[src/rtl/vxp_params.svh]
// Contract
// - emulation bits 1-0 pick mode; 3-2 read-only
// - bits 4,5 steer input status bits 0,3
// - bit 6 gates vsync onto status bit 7
// - bit 7 and bus type shape interrupt drive
// - protect bit 1 protects; bit 7 reads zero
// - bit 0 guards sequencer, graphics, attribute groups
// - bit 1 guards cursor size, character height
// - bit 2 guards split, scroll, mode fields
// - bit 3 guards vertical timing fields
// - bit 4 guards misc output, feature control
// - bit 5 blocks palette strobes and state
// - bit 6 or retrace-end bit 7 guards timing
// - trap enables arm traps on listed targets
// - trap enable zero on reset; bits 7-6 reserved
// - status bits set on access; read clears
// - alternate registers replace horizontal set in emulation; selected in mono graphics and low-res colour graphics only
// - sync end bit 7 is blank end bit 6
// - blank end bit 7 picks split-screen behaviour
// - wrap bit and extended sequencer timing bit
// - bit-mask enable and mask source select
// - read-modify-write conversion; host avoids reads then
`ifndef VXP_PARAMS_SVH
`define VXP_PARAMS_SVH
// extension register indexes
`define VXP_IDX_EMU 7'h14
`define VXP_IDX_WP 7'h15
`define VXP_IDX_TE 7'h16
`define VXP_IDX_TS 7'h17
`define VXP_IDX_ADE 7'h18
`define VXP_IDX_ASS 7'h19
`define VXP_IDX_ASE 7'h1a
`define VXP_IDX_AHT 7'h1b
`define VXP_IDX_ABS 7'h1c
`define VXP_IDX_ABE 7'h1d
`define VXP_IDX_AOF 7'h1e
`define VXP_IDX_IF2 7'h20
`define VXP_IDX_WM 7'h23
// host i/o ports
`define VXP_P_EXT_M_IDX 16'h03b6
`define VXP_P_EXT_M_DAT 16'h03b7
`define VXP_P_EXT_C_IDX 16'h03d6
`define VXP_P_EXT_C_DAT 16'h03d7
`define VXP_P_CRT_M_IDX 16'h03b4
`define VXP_P_CRT_M_DAT 16'h03b5
`define VXP_P_CRT_C_IDX 16'h03d4
`define VXP_P_CRT_C_DAT 16'h03d5
`define VXP_P_MONO_MODE 16'h03b8
`define VXP_P_MONO_CFG 16'h03bf
`define VXP_P_CLR_MODE 16'h03d8
`define VXP_P_CLR_SEL 16'h03d9
`define VXP_P_CX_HI 12'h03c
`define VXP_P_ATTR 16'h03c0
`define VXP_P_MISC 16'h03c2
`define VXP_P_SEQ_DAT 16'h03c5
`define VXP_P_PAL_LO 16'h03c6
`define VXP_P_PAL_HI 16'h03c9
`define VXP_P_GFX_DAT 16'h03cf
`define VXP_P_FEAT_M 16'h03ba
`define VXP_P_FEAT_C 16'h03da
// field positions
`define VXP_EMU_DE_SEL 4
`define VXP_EMU_VR_SEL 5
`define VXP_EMU_VS_EN 6
`define VXP_EMU_IRQ 7
`define VXP_IF2_WRAP 1
`define VXP_IF2_XSEQ 3
`define VXP_WM_EN 0
`define VXP_WM_RMW 3
`define VXP_ASE_BE6 7
`define VXP_ABE_SPLIT 7
// reset value and writable-bit masks
`define VXP_RST_REG 8'h00
`define VXP_WMSK_EMU 8'hf3
`define VXP_WMSK_WP 8'h7f
`define VXP_WMSK_TE 8'h3f
`define VXP_WMSK_IF2 8'h0a
`define VXP_WMSK_WM 8'h0f
`endif

[src/rtl/vxp_pkg.sv]
package vxp_pkg;
  // compatibility mode in emulation bits 1-0
  typedef enum logic [1:0] {
    VXP_EMU_STD = 2'h0,
    VXP_EMU_CLR_GFX = 2'h1,
    VXP_EMU_MONO_TXT = 2'h2,
    VXP_EMU_MONO_GFX = 2'h3
  } vxp_emu_t;
  // one host i/o cycle, valid for one clock
  typedef struct packed {
    logic rd;
    logic wr;
    logic [15:0] addr;
    logic [7:0] wdata;
  } vxp_io_req_t;
  // current indexes of the standard register groups
  typedef struct packed {
    logic [7:0] seq;
    logic [7:0] gfx;
    logic [7:0] attr;
    logic [7:0] crtc;
    logic attr_data;
    logic retrace_end_lock;
  } vxp_std_idx_t;
  // raw video status from the display timing logic
  typedef struct packed {
    logic disp_en;
    logic hsync;
    logic vretrace;
    logic video;
    logic vsync;
  } vxp_vid_stat_t;
  // write path control
  typedef struct packed {
    logic en;
    logic [1:0] src;
    logic rmw;
  } vxp_wbm_t;
endpackage : vxp_pkg

[src/rtl/vxp_regs.sv]
`timescale 1ns/1ps
`include "vxp_params.svh"
module vxp_regs (
  // clock and reset
  input wire logic clk,
  input wire logic rst_b,
  // host i/o cycle and standard register indexes
  input wire vxp_pkg::vxp_io_req_t io_req,
  input wire vxp_pkg::vxp_std_idx_t std_idx,
  // extension index and data port read answer
  output logic [7:0] ext_rdata,
  output logic ext_rvalid,
  // standard register write gate
  output logic std_wr_en,
  output logic [7:0] std_wr_mask,
  // palette interface
  output logic palette_read_strobe_n,
  output logic palette_write_strobe_n,
  output logic pal_state_wr,
  // status sources and input status bits
  input wire vxp_pkg::vxp_vid_stat_t vid_stat,
  input wire logic [1:0] mono_gfx_cfg,
  output logic [7:0] ist1_bits,
  // interrupt pin
  input wire logic irq_enable,
  input wire logic irq_active,
  input wire logic bus_is_pc,
  output logic irq_o,
  output logic irq_oe_b,
  // emulation and alternate timing
  input wire logic lowres_mode,
  output vxp_pkg::vxp_emu_t emu_mode,
  output logic alt_sel,
  output logic [7:0] alt_total,
  output logic [7:0] alt_disp_end,
  output logic [7:0] alt_sync_start,
  output logic [4:0] alt_sync_end,
  output logic [1:0] alt_sync_delay,
  output logic [7:0] alt_blank_start,
  output logic [6:0] alt_blank_end,
  output logic [1:0] alt_de_skew,
  output logic alt_split_enh,
  output logic [7:0] alt_row_offset,
  // memory path control
  output logic crt_wrap_all,
  output logic ext_seq_timing,
  output vxp_pkg::vxp_wbm_t write_bit_mask
);
  import vxp_pkg::*;

  // merge new bits under a writable mask
  function automatic logic [7:0] vxp_merge(input logic [7:0] old, input logic [7:0] wd,
                                            input logic [7:0] msk);
    vxp_merge = (old & ~msk) | (wd & msk);
  endfunction : vxp_merge

  // address is one of a pair of ports
  function automatic logic vxp_pair(input logic [15:0] a, input logic [15:0] p0,
                                    input logic [15:0] p1);
    vxp_pair = (a == p0) || (a == p1);
  endfunction : vxp_pair

  // extension index and data port decode
  logic [6:0] index_q;
  logic [6:0] index_d;
  logic idx_port;
  logic dat_port;
  logic dat_wr;
  logic dat_rd;
  // both mono and colour copies are live; address select is the host's job
  always_comb begin
    idx_port = vxp_pair(io_req.addr, `VXP_P_EXT_M_IDX, `VXP_P_EXT_C_IDX);
    dat_port = vxp_pair(io_req.addr, `VXP_P_EXT_M_DAT, `VXP_P_EXT_C_DAT);
    dat_wr = dat_port & io_req.wr;
    dat_rd = dat_port & io_req.rd;
    index_d = index_q;
    if (idx_port && io_req.wr) begin
      index_d = io_req.wdata[6:0];
    end
  end

  always_ff @(posedge clk or negedge rst_b) begin
    if (!rst_b) begin
      index_q <= 7'h00;
    end else begin
      index_q <= index_d;
    end
  end

  // control registers
  logic [7:0] emu_q, emu_d;
  logic [7:0] wp_q, wp_d;
  logic [7:0] te_q, te_d;
  logic [7:0] ade_q, ade_d;
  logic [7:0] ass_q, ass_d;
  logic [7:0] ase_q, ase_d;
  logic [7:0] aht_q, aht_d;
  logic [7:0] abs_q, abs_d;
  logic [7:0] abe_q, abe_d;
  logic [7:0] aof_q, aof_d;
  logic [7:0] if2_q, if2_d;
  logic [7:0] wm_q, wm_d;

  // only the data port write at the selected index changes a register
  always_comb begin
    emu_d = emu_q;
    wp_d = wp_q;
    te_d = te_q;
    ade_d = ade_q;
    ass_d = ass_q;
    ase_d = ase_q;
    aht_d = aht_q;
    abs_d = abs_q;
    abe_d = abe_q;
    aof_d = aof_q;
    if2_d = if2_q;
    wm_d = wm_q;
    if (dat_wr) begin
      unique case (index_q)
        `VXP_IDX_EMU: emu_d = vxp_merge(emu_q, io_req.wdata, `VXP_WMSK_EMU);
        `VXP_IDX_WP: wp_d = vxp_merge(wp_q, io_req.wdata, `VXP_WMSK_WP);
        `VXP_IDX_TE: te_d = vxp_merge(te_q, io_req.wdata, `VXP_WMSK_TE);
        `VXP_IDX_ADE: ade_d = io_req.wdata;
        `VXP_IDX_ASS: ass_d = io_req.wdata;
        `VXP_IDX_ASE: ase_d = io_req.wdata;
        `VXP_IDX_AHT: aht_d = io_req.wdata;
        `VXP_IDX_ABS: abs_d = io_req.wdata;
        `VXP_IDX_ABE: abe_d = io_req.wdata;
        `VXP_IDX_AOF: aof_d = io_req.wdata;
        `VXP_IDX_IF2: if2_d = vxp_merge(if2_q, io_req.wdata, `VXP_WMSK_IF2);
        `VXP_IDX_WM: wm_d = vxp_merge(wm_q, io_req.wdata, `VXP_WMSK_WM);
        default: ; // status is read-clear; other indexes belong elsewhere
      endcase
    end
  end

  // every extension bit starts cleared so the chip powers up plain
  always_ff @(posedge clk or negedge rst_b) begin
    if (!rst_b) begin
      emu_q <= `VXP_RST_REG;
      wp_q <= `VXP_RST_REG;
      te_q <= `VXP_RST_REG;
      ade_q <= `VXP_RST_REG;
      ass_q <= `VXP_RST_REG;
      ase_q <= `VXP_RST_REG;
      aht_q <= `VXP_RST_REG;
      abs_q <= `VXP_RST_REG;
      abe_q <= `VXP_RST_REG;
      aof_q <= `VXP_RST_REG;
      if2_q <= `VXP_RST_REG;
      wm_q <= `VXP_RST_REG;
    end else begin
      emu_q <= emu_d;
      wp_q <= wp_d;
      te_q <= te_d;
      ade_q <= ade_d;
      ass_q <= ass_d;
      ase_q <= ase_d;
      aht_q <= aht_d;
      abs_q <= abs_d;
      abe_q <= abe_d;
      aof_q <= aof_d;
      if2_q <= if2_d;
      wm_q <= wm_d;
    end
  end

  // i/o trap detection and read-clear status
  logic [5:0] ts_q, ts_d;
  logic [5:0] hit;
  logic acc;
  logic crt_dat;
  // a trap counts reads and writes alike
  always_comb begin
    acc = io_req.rd | io_req.wr;
    crt_dat = vxp_pair(io_req.addr, `VXP_P_CRT_M_DAT, `VXP_P_CRT_C_DAT);
    hit[0] = vxp_pair(io_req.addr, `VXP_P_CRT_M_IDX, `VXP_P_CRT_M_DAT);
    hit[1] = vxp_pair(io_req.addr, `VXP_P_MONO_MODE, `VXP_P_MONO_CFG);
    hit[2] = (io_req.addr[15:4] == `VXP_P_CX_HI);
    hit[3] = vxp_pair(io_req.addr, `VXP_P_CRT_C_IDX, `VXP_P_CRT_C_DAT);
    hit[4] = vxp_pair(io_req.addr, `VXP_P_CLR_MODE, `VXP_P_CLR_SEL);
    // crtc data access at 00-0b or 10-18
    hit[5] = crt_dat && (std_idx.crtc <= 8'h0b ||
             (std_idx.crtc >= 8'h10 && std_idx.crtc <= 8'h18));
    // set wins over the read clear, so an event in the read cycle survives
    ts_d = ts_q;
    if (dat_rd && index_q == `VXP_IDX_TS) begin
      ts_d = 6'h00;
    end
    if (acc) begin
      ts_d = ts_d | (hit & te_q[5:0]);
    end
  end

  always_ff @(posedge clk or negedge rst_b) begin
    if (!rst_b) begin
      ts_q <= 6'h00;
    end else begin
      ts_q <= ts_d;
    end
  end

  // read path: contents come back even when protected
  logic [7:0] rd_d;
  logic [7:0] rdata_q;
  logic rvalid_q;
  always_comb begin
    unique case (index_q)
      `VXP_IDX_EMU: rd_d = {emu_q[7:4], mono_gfx_cfg, emu_q[1:0]};
      `VXP_IDX_WP: rd_d = {1'b0, wp_q[6:0]};
      `VXP_IDX_TE: rd_d = {2'b00, te_q[5:0]};
      `VXP_IDX_TS: rd_d = {2'b00, ts_q};
      `VXP_IDX_ADE: rd_d = ade_q;
      `VXP_IDX_ASS: rd_d = ass_q;
      `VXP_IDX_ASE: rd_d = ase_q;
      `VXP_IDX_AHT: rd_d = aht_q;
      `VXP_IDX_ABS: rd_d = abs_q;
      `VXP_IDX_ABE: rd_d = abe_q;
      `VXP_IDX_AOF: rd_d = aof_q;
      `VXP_IDX_IF2: rd_d = if2_q & `VXP_WMSK_IF2;
      `VXP_IDX_WM: rd_d = wm_q & `VXP_WMSK_WM;
      default: rd_d = 8'h00; // unimplemented here, reads zero
    endcase
  end

  // index port reads answer too; bit 7 of the index is always zero
  always_ff @(posedge clk or negedge rst_b) begin
    if (!rst_b) begin
      rdata_q <= 8'h00;
      rvalid_q <= 1'b0;
    end else begin
      rvalid_q <= (dat_port | idx_port) & io_req.rd;
      if (dat_rd) begin
        rdata_q <= rd_d;
      end else if (idx_port && io_req.rd) begin
        rdata_q <= {1'b0, index_q};
      end
    end
  end

  // write protection of standard registers
  logic [7:0] prot_mask;
  logic pal_sel;
  logic std_wr_en_q;
  logic [7:0] std_wr_mask_q;
  logic pal_rd_n_q;
  logic pal_wr_n_q;
  logic pal_state_q;
  vxp_wp_dec u_wp_dec (
    .wp(wp_q[6:0]),
    .req(io_req),
    .idx(std_idx),
    .mask(prot_mask)
  );

  // own extension ports never pass through this gate
  always_comb begin
    pal_sel = (io_req.addr >= `VXP_P_PAL_LO) && (io_req.addr <= `VXP_P_PAL_HI);
  end

  // the gate lags the host cycle by one clock; the standard file
  // must hold its write until it sees std_wr_en
  always_ff @(posedge clk or negedge rst_b) begin
    if (!rst_b) begin
      std_wr_en_q <= 1'b0;
      std_wr_mask_q <= 8'h00;
      pal_rd_n_q <= 1'b1;
      pal_wr_n_q <= 1'b1;
      pal_state_q <= 1'b0;
    end else begin
      std_wr_en_q <= io_req.wr & ~dat_port & ~idx_port;
      std_wr_mask_q <= prot_mask;
      pal_rd_n_q <= ~(pal_sel & io_req.rd & ~wp_q[5]);
      pal_wr_n_q <= ~(pal_sel & io_req.wr & ~wp_q[5]);
      pal_state_q <= pal_sel & io_req.wr & ~wp_q[5];
    end
  end

  // input status 1 multiplexing
  logic [7:0] ist1_d;
  logic [7:0] ist1_q;
  // sources are on this clock already, no resync needed
  always_comb begin
    ist1_d = 8'h00;
    ist1_d[0] = emu_q[`VXP_EMU_DE_SEL] ? vid_stat.hsync : vid_stat.disp_en;
    ist1_d[3] = emu_q[`VXP_EMU_VR_SEL] ? vid_stat.video : vid_stat.vretrace;
    // set bit enables vsync here, as the mono text modes want
    ist1_d[7] = emu_q[`VXP_EMU_VS_EN] & vid_stat.vsync;
  end

  always_ff @(posedge clk or negedge rst_b) begin
    if (!rst_b) begin
      ist1_q <= 8'h00;
    end else begin
      ist1_q <= ist1_d;
    end
  end

  // interrupt pin drive
  logic irq_d, irq_oe_b_d;
  logic irq_q, irq_oe_b_q;
  // micro channel ignores the drive-mode bit: low only when pending
  always_comb begin
    irq_d = 1'b0;
    irq_oe_b_d = 1'b1;
    if (!bus_is_pc) begin
      irq_oe_b_d = ~(irq_enable & irq_active);
    end else if (emu_q[`VXP_EMU_IRQ]) begin
      irq_oe_b_d = ~irq_enable;
      irq_d = irq_enable & irq_active;
    end
  end

  always_ff @(posedge clk or negedge rst_b) begin
    if (!rst_b) begin
      irq_q <= 1'b0;
      irq_oe_b_q <= 1'b1;
    end else begin
      irq_q <= irq_d;
      irq_oe_b_q <= irq_oe_b_d;
    end
  end

  // alternate timing select
  logic alt_sel_q;
  // colour graphics only when low-res; mono graphics always
  always_ff @(posedge clk or negedge rst_b) begin
    if (!rst_b) begin
      alt_sel_q <= 1'b0;
    end else begin
      alt_sel_q <= (emu_q[1:0] == VXP_EMU_MONO_GFX) ||
                   ((emu_q[1:0] == VXP_EMU_CLR_GFX) && lowres_mode);
    end
  end

  // outputs
  assign ext_rdata = rdata_q;
  assign ext_rvalid = rvalid_q;
  assign std_wr_en = std_wr_en_q;
  assign std_wr_mask = std_wr_mask_q;
  assign palette_read_strobe_n = pal_rd_n_q;
  assign palette_write_strobe_n = pal_wr_n_q;
  assign pal_state_wr = pal_state_q;
  assign ist1_bits = ist1_q;
  assign irq_o = irq_q;
  assign irq_oe_b = irq_oe_b_q;
  assign emu_mode = vxp_emu_t'(emu_q[1:0]);
  assign alt_sel = alt_sel_q;
  // alternate set mirrors the standard horizontal fields
  assign alt_total = aht_q;
  assign alt_disp_end = ade_q;
  assign alt_sync_start = ass_q;
  assign alt_sync_end = ase_q[4:0];
  assign alt_sync_delay = ase_q[6:5];
  assign alt_blank_start = abs_q;
  assign alt_blank_end = {ase_q[`VXP_ASE_BE6], 1'b0, abe_q[4:0]};
  assign alt_de_skew = abe_q[6:5];
  assign alt_split_enh = abe_q[`VXP_ABE_SPLIT];
  assign alt_row_offset = aof_q;
  assign crt_wrap_all = if2_q[`VXP_IF2_WRAP];
  assign ext_seq_timing = if2_q[`VXP_IF2_XSEQ];
  // rmw may run with the mask on; host must not read meanwhile
  assign write_bit_mask = {wm_q[`VXP_WM_EN], wm_q[2:1], wm_q[`VXP_WM_RMW]};
endmodule : vxp_regs

[src/rtl/vxp_wp_dec.sv]
`timescale 1ns/1ps
`include "vxp_params.svh"
module vxp_wp_dec (
  // protect bits and request
  input wire logic [6:0] wp,
  input wire vxp_pkg::vxp_io_req_t req,
  input wire vxp_pkg::vxp_std_idx_t idx,
  // bits a write may change
  output logic [7:0] mask
);
  import vxp_pkg::*;
  logic crt_dat;
  logic lock0;
  logic [7:0] c;
  always_comb begin
    crt_dat = (req.addr == `VXP_P_CRT_M_DAT) || (req.addr == `VXP_P_CRT_C_DAT);
    lock0 = wp[6] | idx.retrace_end_lock;
    c = idx.crtc;
    mask = 8'hff;
    if ((req.addr == `VXP_P_SEQ_DAT && idx.seq <= 8'h04) ||
        (req.addr == `VXP_P_GFX_DAT && idx.gfx <= 8'h08) ||
        (req.addr == `VXP_P_ATTR && idx.attr_data && idx.attr <= 8'h14)) begin
      mask = {8{~wp[0]}};
    end else if (req.addr == `VXP_P_MISC || req.addr == `VXP_P_FEAT_M ||
                 req.addr == `VXP_P_FEAT_C) begin
      mask = {8{~wp[4]}};
    end else if (req.addr >= `VXP_P_PAL_LO && req.addr <= `VXP_P_PAL_HI) begin
      mask = {8{~wp[5]}};
    end else if (crt_dat) begin
      unique case (c)
        8'h00, 8'h01, 8'h02, 8'h03, 8'h04, 8'h05, 8'h06: mask = {8{~lock0}};
        8'h07: mask = {{3{~lock0}}, ~wp[2], {4{~lock0}}};
        8'h08, 8'h13, 8'h14, 8'h18: mask = {8{~wp[2]}};
        8'h09: mask = {{3{~wp[3]}}, {5{~wp[1]}}};
        8'h0a, 8'h0b: mask = {8{~wp[1]}};
        8'h10, 8'h12, 8'h15, 8'h16: mask = {8{~wp[3]}};
        8'h11: mask = {1'b1, ~wp[3], {2{~wp[2]}}, {4{~wp[3]}}};
        8'h17: mask = {{5{~wp[2]}}, ~wp[3], {2{~wp[2]}}};
        default: mask = 8'hff;
      endcase
    end
  end
endmodule : vxp_wp_dec

[config.mk]
export PLATFORM = sky130hd
export DESIGN_NAME = vxp_regs
export DESIGN_NICKNAME = d
export VERILOG_FILES = /design/src/rtl/vxp_pkg.sv /design/src/rtl/vxp_regs.sv /design/src/rtl/vxp_wp_dec.sv
export VERILOG_INCLUDE_DIRS = /design/src /design/src/rtl
export SDC_FILE = /design/constraint.sdc
export NUM_CORES = 1
export LEC_CHECK = 0
export BUFFER_PORTS_ARGS = -buffer_cell sky130_fd_sc_hd__buf_4
export CAP_MARGIN = 20
export CORE_MARGIN = 1
export CORE_UTILIZATION = 50
export DETAILED_ROUTE_END_ITERATION = 16
export HOLD_SLACK_MARGIN = 0.02
export PLACE_DENSITY = 0.85
export SLEW_MARGIN = 10
export SYNTH_ARGS = -nofsm -noshare
export SYNTH_HDL_FRONTEND = slang
export SYNTH_HIERARCHICAL = 1
export SYNTH_SLANG_ARGS = --single-unit
[constraint.sdc]
create_clock -name clk -period 4.6 [get_ports clk]
set_input_delay 0.23 -clock clk [delete_from_list [all_inputs] [get_ports clk]]
set_output_delay 0.23 -clock clk [all_outputs]
set_load 0.01 [all_outputs]
==> reports/metrics.cfg <==
[run_status]
status = finished clean

[pwr]
ir_worst_vdd_mv = 0.291
powerDensity_nw_per_um2 = 310
p_leak_uw = 0.00400
totalPowerFinal_uw = 2600

[finish]
finalNonFillerCells = 902
stdcell_area_um2 = 8380
diodes = 0
fillers = 958
drive_gt1_share_pct = 41.9
area_delta_synth_final_pct = 30.4
utilization_pct = 66.7
final_nets = 790

[synthesis]
synth.distinct_cells = 75
synth_compound_area_share_pct = 12.1
synth_edf_count = 0
yosys-top-cells-area = dfrtp_1 46%, mux2_2 14%, mux2_1 2.8%
ys_seq_area_share_pct = 47.2
synth-simple-area-share_pct = 16.7
synth_common_cells = 118 x dfrtp_1, 79 x mux2_2, 27 x nand2_1
ys.warnings.count = 6
ys_seq_elements = 121
synthArstFlopShare_pct = 100
synth_fa_ha_area_share_pct = 0
syn_inst = 560
synth.avg_cell_area_um2 = 11.5
syn_area_um2 = 6420
synth_xor_area_share_pct = 0.545
synth.largest_area_cell = dfrtp_1
synth_ff_type = dfrtp_1
synth.mux.area_fraction_pct = 19.6
yosysMostFrequentCell = dfrtp_1
yosysTopAreaCellShare_pct = 46.0
synth_top_family_by_area = multiplexers

[timing]
fmax_mhz = 377
tightestPinTransition_ns = 0.948
finalSetupViolCount = 0
finalCritPeriodShare_pct = 57.6
skew_ns = 0.00825
min_period_ns = 2.65
rsz0062_at_grt = false
slew_headroom_pct = 36.8
drv_slew = 0
setup-tns-final_ns = 0
hold_viol_final = 0

[global_routing]
grt_use_met3_pct = 6.91
grt_start_max_net_pins = 77
gr-total-overflow = 0
antenna_found_initial = 0
grt_use_met1_pct = 38.6
grt.total_usage_pct = 29.6
use_met2_pct = 46.9
grt_pass1_vias = 5385
grt_pass1_wl_um = 29000
top_usage_layer = met2

[worst_hold_path]
min_path_type = in -> reg
hold_depth = 2
min_from = vid_stat[3]

[detailed_routing]
via_count = 5506
avgViaCountPerCell = 6.10
wire_per_inst_um = 21.0
dr.first_iter.drc_count = 421
drc = 0
drt.antenna.violating_nets = 0
drt-total-wl_um = 19000
first_pass_iters = 5

[placement]
io_buffers = 163
placed_cell_area_um2 = 7700
dpl.hpwl_um = 13900
dp.cells = 864
gp_congestion = 0.911

[clocking]
ctsLongestPathBuffers = 2
tritoncts = done
clkTransAtPathRegs_ns = 0.06
cts.sinks = 121
root_buffer = clkbuf_16
htree_num_levels = 4
cts-resized-gates = 0
clk_latency_ns = 0.42
numCtsBuffers = 17

[floorplanning]
start_util_pct = 51.1
die_y_um = 115
die_area_um2 = 13300
ioPinCount = 170
die_x_um = 115
fp-row-count = 41
core-area_um2 = 12600

[setup_path]
cp-start-kind = flip-flop
ff2ff_path_depth = 4
required_ns = 4.90
rr_startpoint = index_q[2]
worstPathArrival_ns = 2.95
crit_path_start = index_q[2]
worstSetupPathType = reg -> reg
crit_fanout = 23
critPathCaptureType = flip-flop

[run]
maxCapViolCount = 0

## final cells by class
type	count	area, um^2	area share, %
inverters	8	30.0	0.358
clock inverters	9	145	1.73
clock buffers	23	468	5.58
well taps	172	215	2.57
repair buffers	175	1330	15.9
multi-input cells	394	3160	37.7
flip-flops and latches	121	3030	36.2
## cell families after synthesis
logic type,count (synthesis)
XOR/XNOR,4
other,1
AND/OR/NAND/NOR,165
multiplexers,110
flip-flops,121
AO/OA/AOI/OAI,109
buffers and inverters,50
## metal layers
metal | share of wire [%] | vias to the layer above
met4 | 3.5 | 0
met3 | 8.9 | 52
met1 | 40 | 2703
met2 | 47 | 332
met5 | 0 | -
li1 | - | 2419
## registers in the layout, indices dropped and copies added, names as in the netlist, 2 cells and up
register         count
alt_total            8
std_wr_mask          8
index_q              7
ts_q                 6
emu_q                6
alt_blank_start      8
ext_rdata            8
te_q                 6
alt_row_offset       8
abe_q                8
if2_q                2
alt_sync_start       8
wp_q                 7
alt_disp_end         8
wm_q                 4
ist1_bits            3
ase_q                8
## worst paths after layout
kind                       slack (ns)                  to
min reg2reg                      0.51             ts_q[5]
min in group asynchronous        0.48        ext_rdata[4]
max                              1.95            emu_q[0]
min                              0.04        ist1_bits[0]
max in group asynchronous        2.99  alt_blank_start[3]
max reg2reg                      1.95            emu_q[0]
## power breakdown
part | internal (uW) | switching [uW] | leakage [uW]
Clock | 929 | 457 | 0.000305
Combinational | 63.6 | 79.9 | 0.00207
Sequential | 1070 | 0.615 | 0.00163
Total | 2060 | 537 | 0.00400
## worst max-delay path: stages, from the launching register on
cell,delay [ns]
dfrtp_1,0.83
nor2b_1,0.37
and2_1,0.46
nand3_1,0.44
mux2_2,0.42
## metrics by stage
step | hold WS, ns | setup WS (ns)
6_report | 0.0375 | 1.95
5_1_grt | 0.0352 | 1.83
4_1_cts | 0.0306 | 1.58
3_5_place_dp | 0.367 | 1.62
3_3_place_gp | 0.359 | 1.70
2_1_floorplan | -0.0656 | 2.57
## placed cells by master, fill, tap and decap left out, drive strengths merged, types with 4 or more instances in the layout
master,count
nand4,7
nand3,23
dfrtp,118
a31oi,10
nor2b,14
conb,6
nor3,14
and2,6
bufinv,4
clkinv,5
a22oi,13
a22o,5
nor3b,4
nand2,29
nor4,5
nor2,25
o2bb2ai,4
o21a,4
and4,4
a221oi,5
mux2i,12
buf,170
nand2b,4
a21oi,10
and3,8
o211ai,5
mux2,95
o21ai,25
inv,8
dlygate4sd3,5
clkbuf,23
## repair_timing
| action | 4_1_cts | 5_1_grt |
|---|---|---|
| endpoints found under the hold margin | 76 | 0 |
| buffers inserted | 0 | 0 |
| hold buffers | 5 | 0 |
Note: power is estimated with default switching activity, not from simulation.
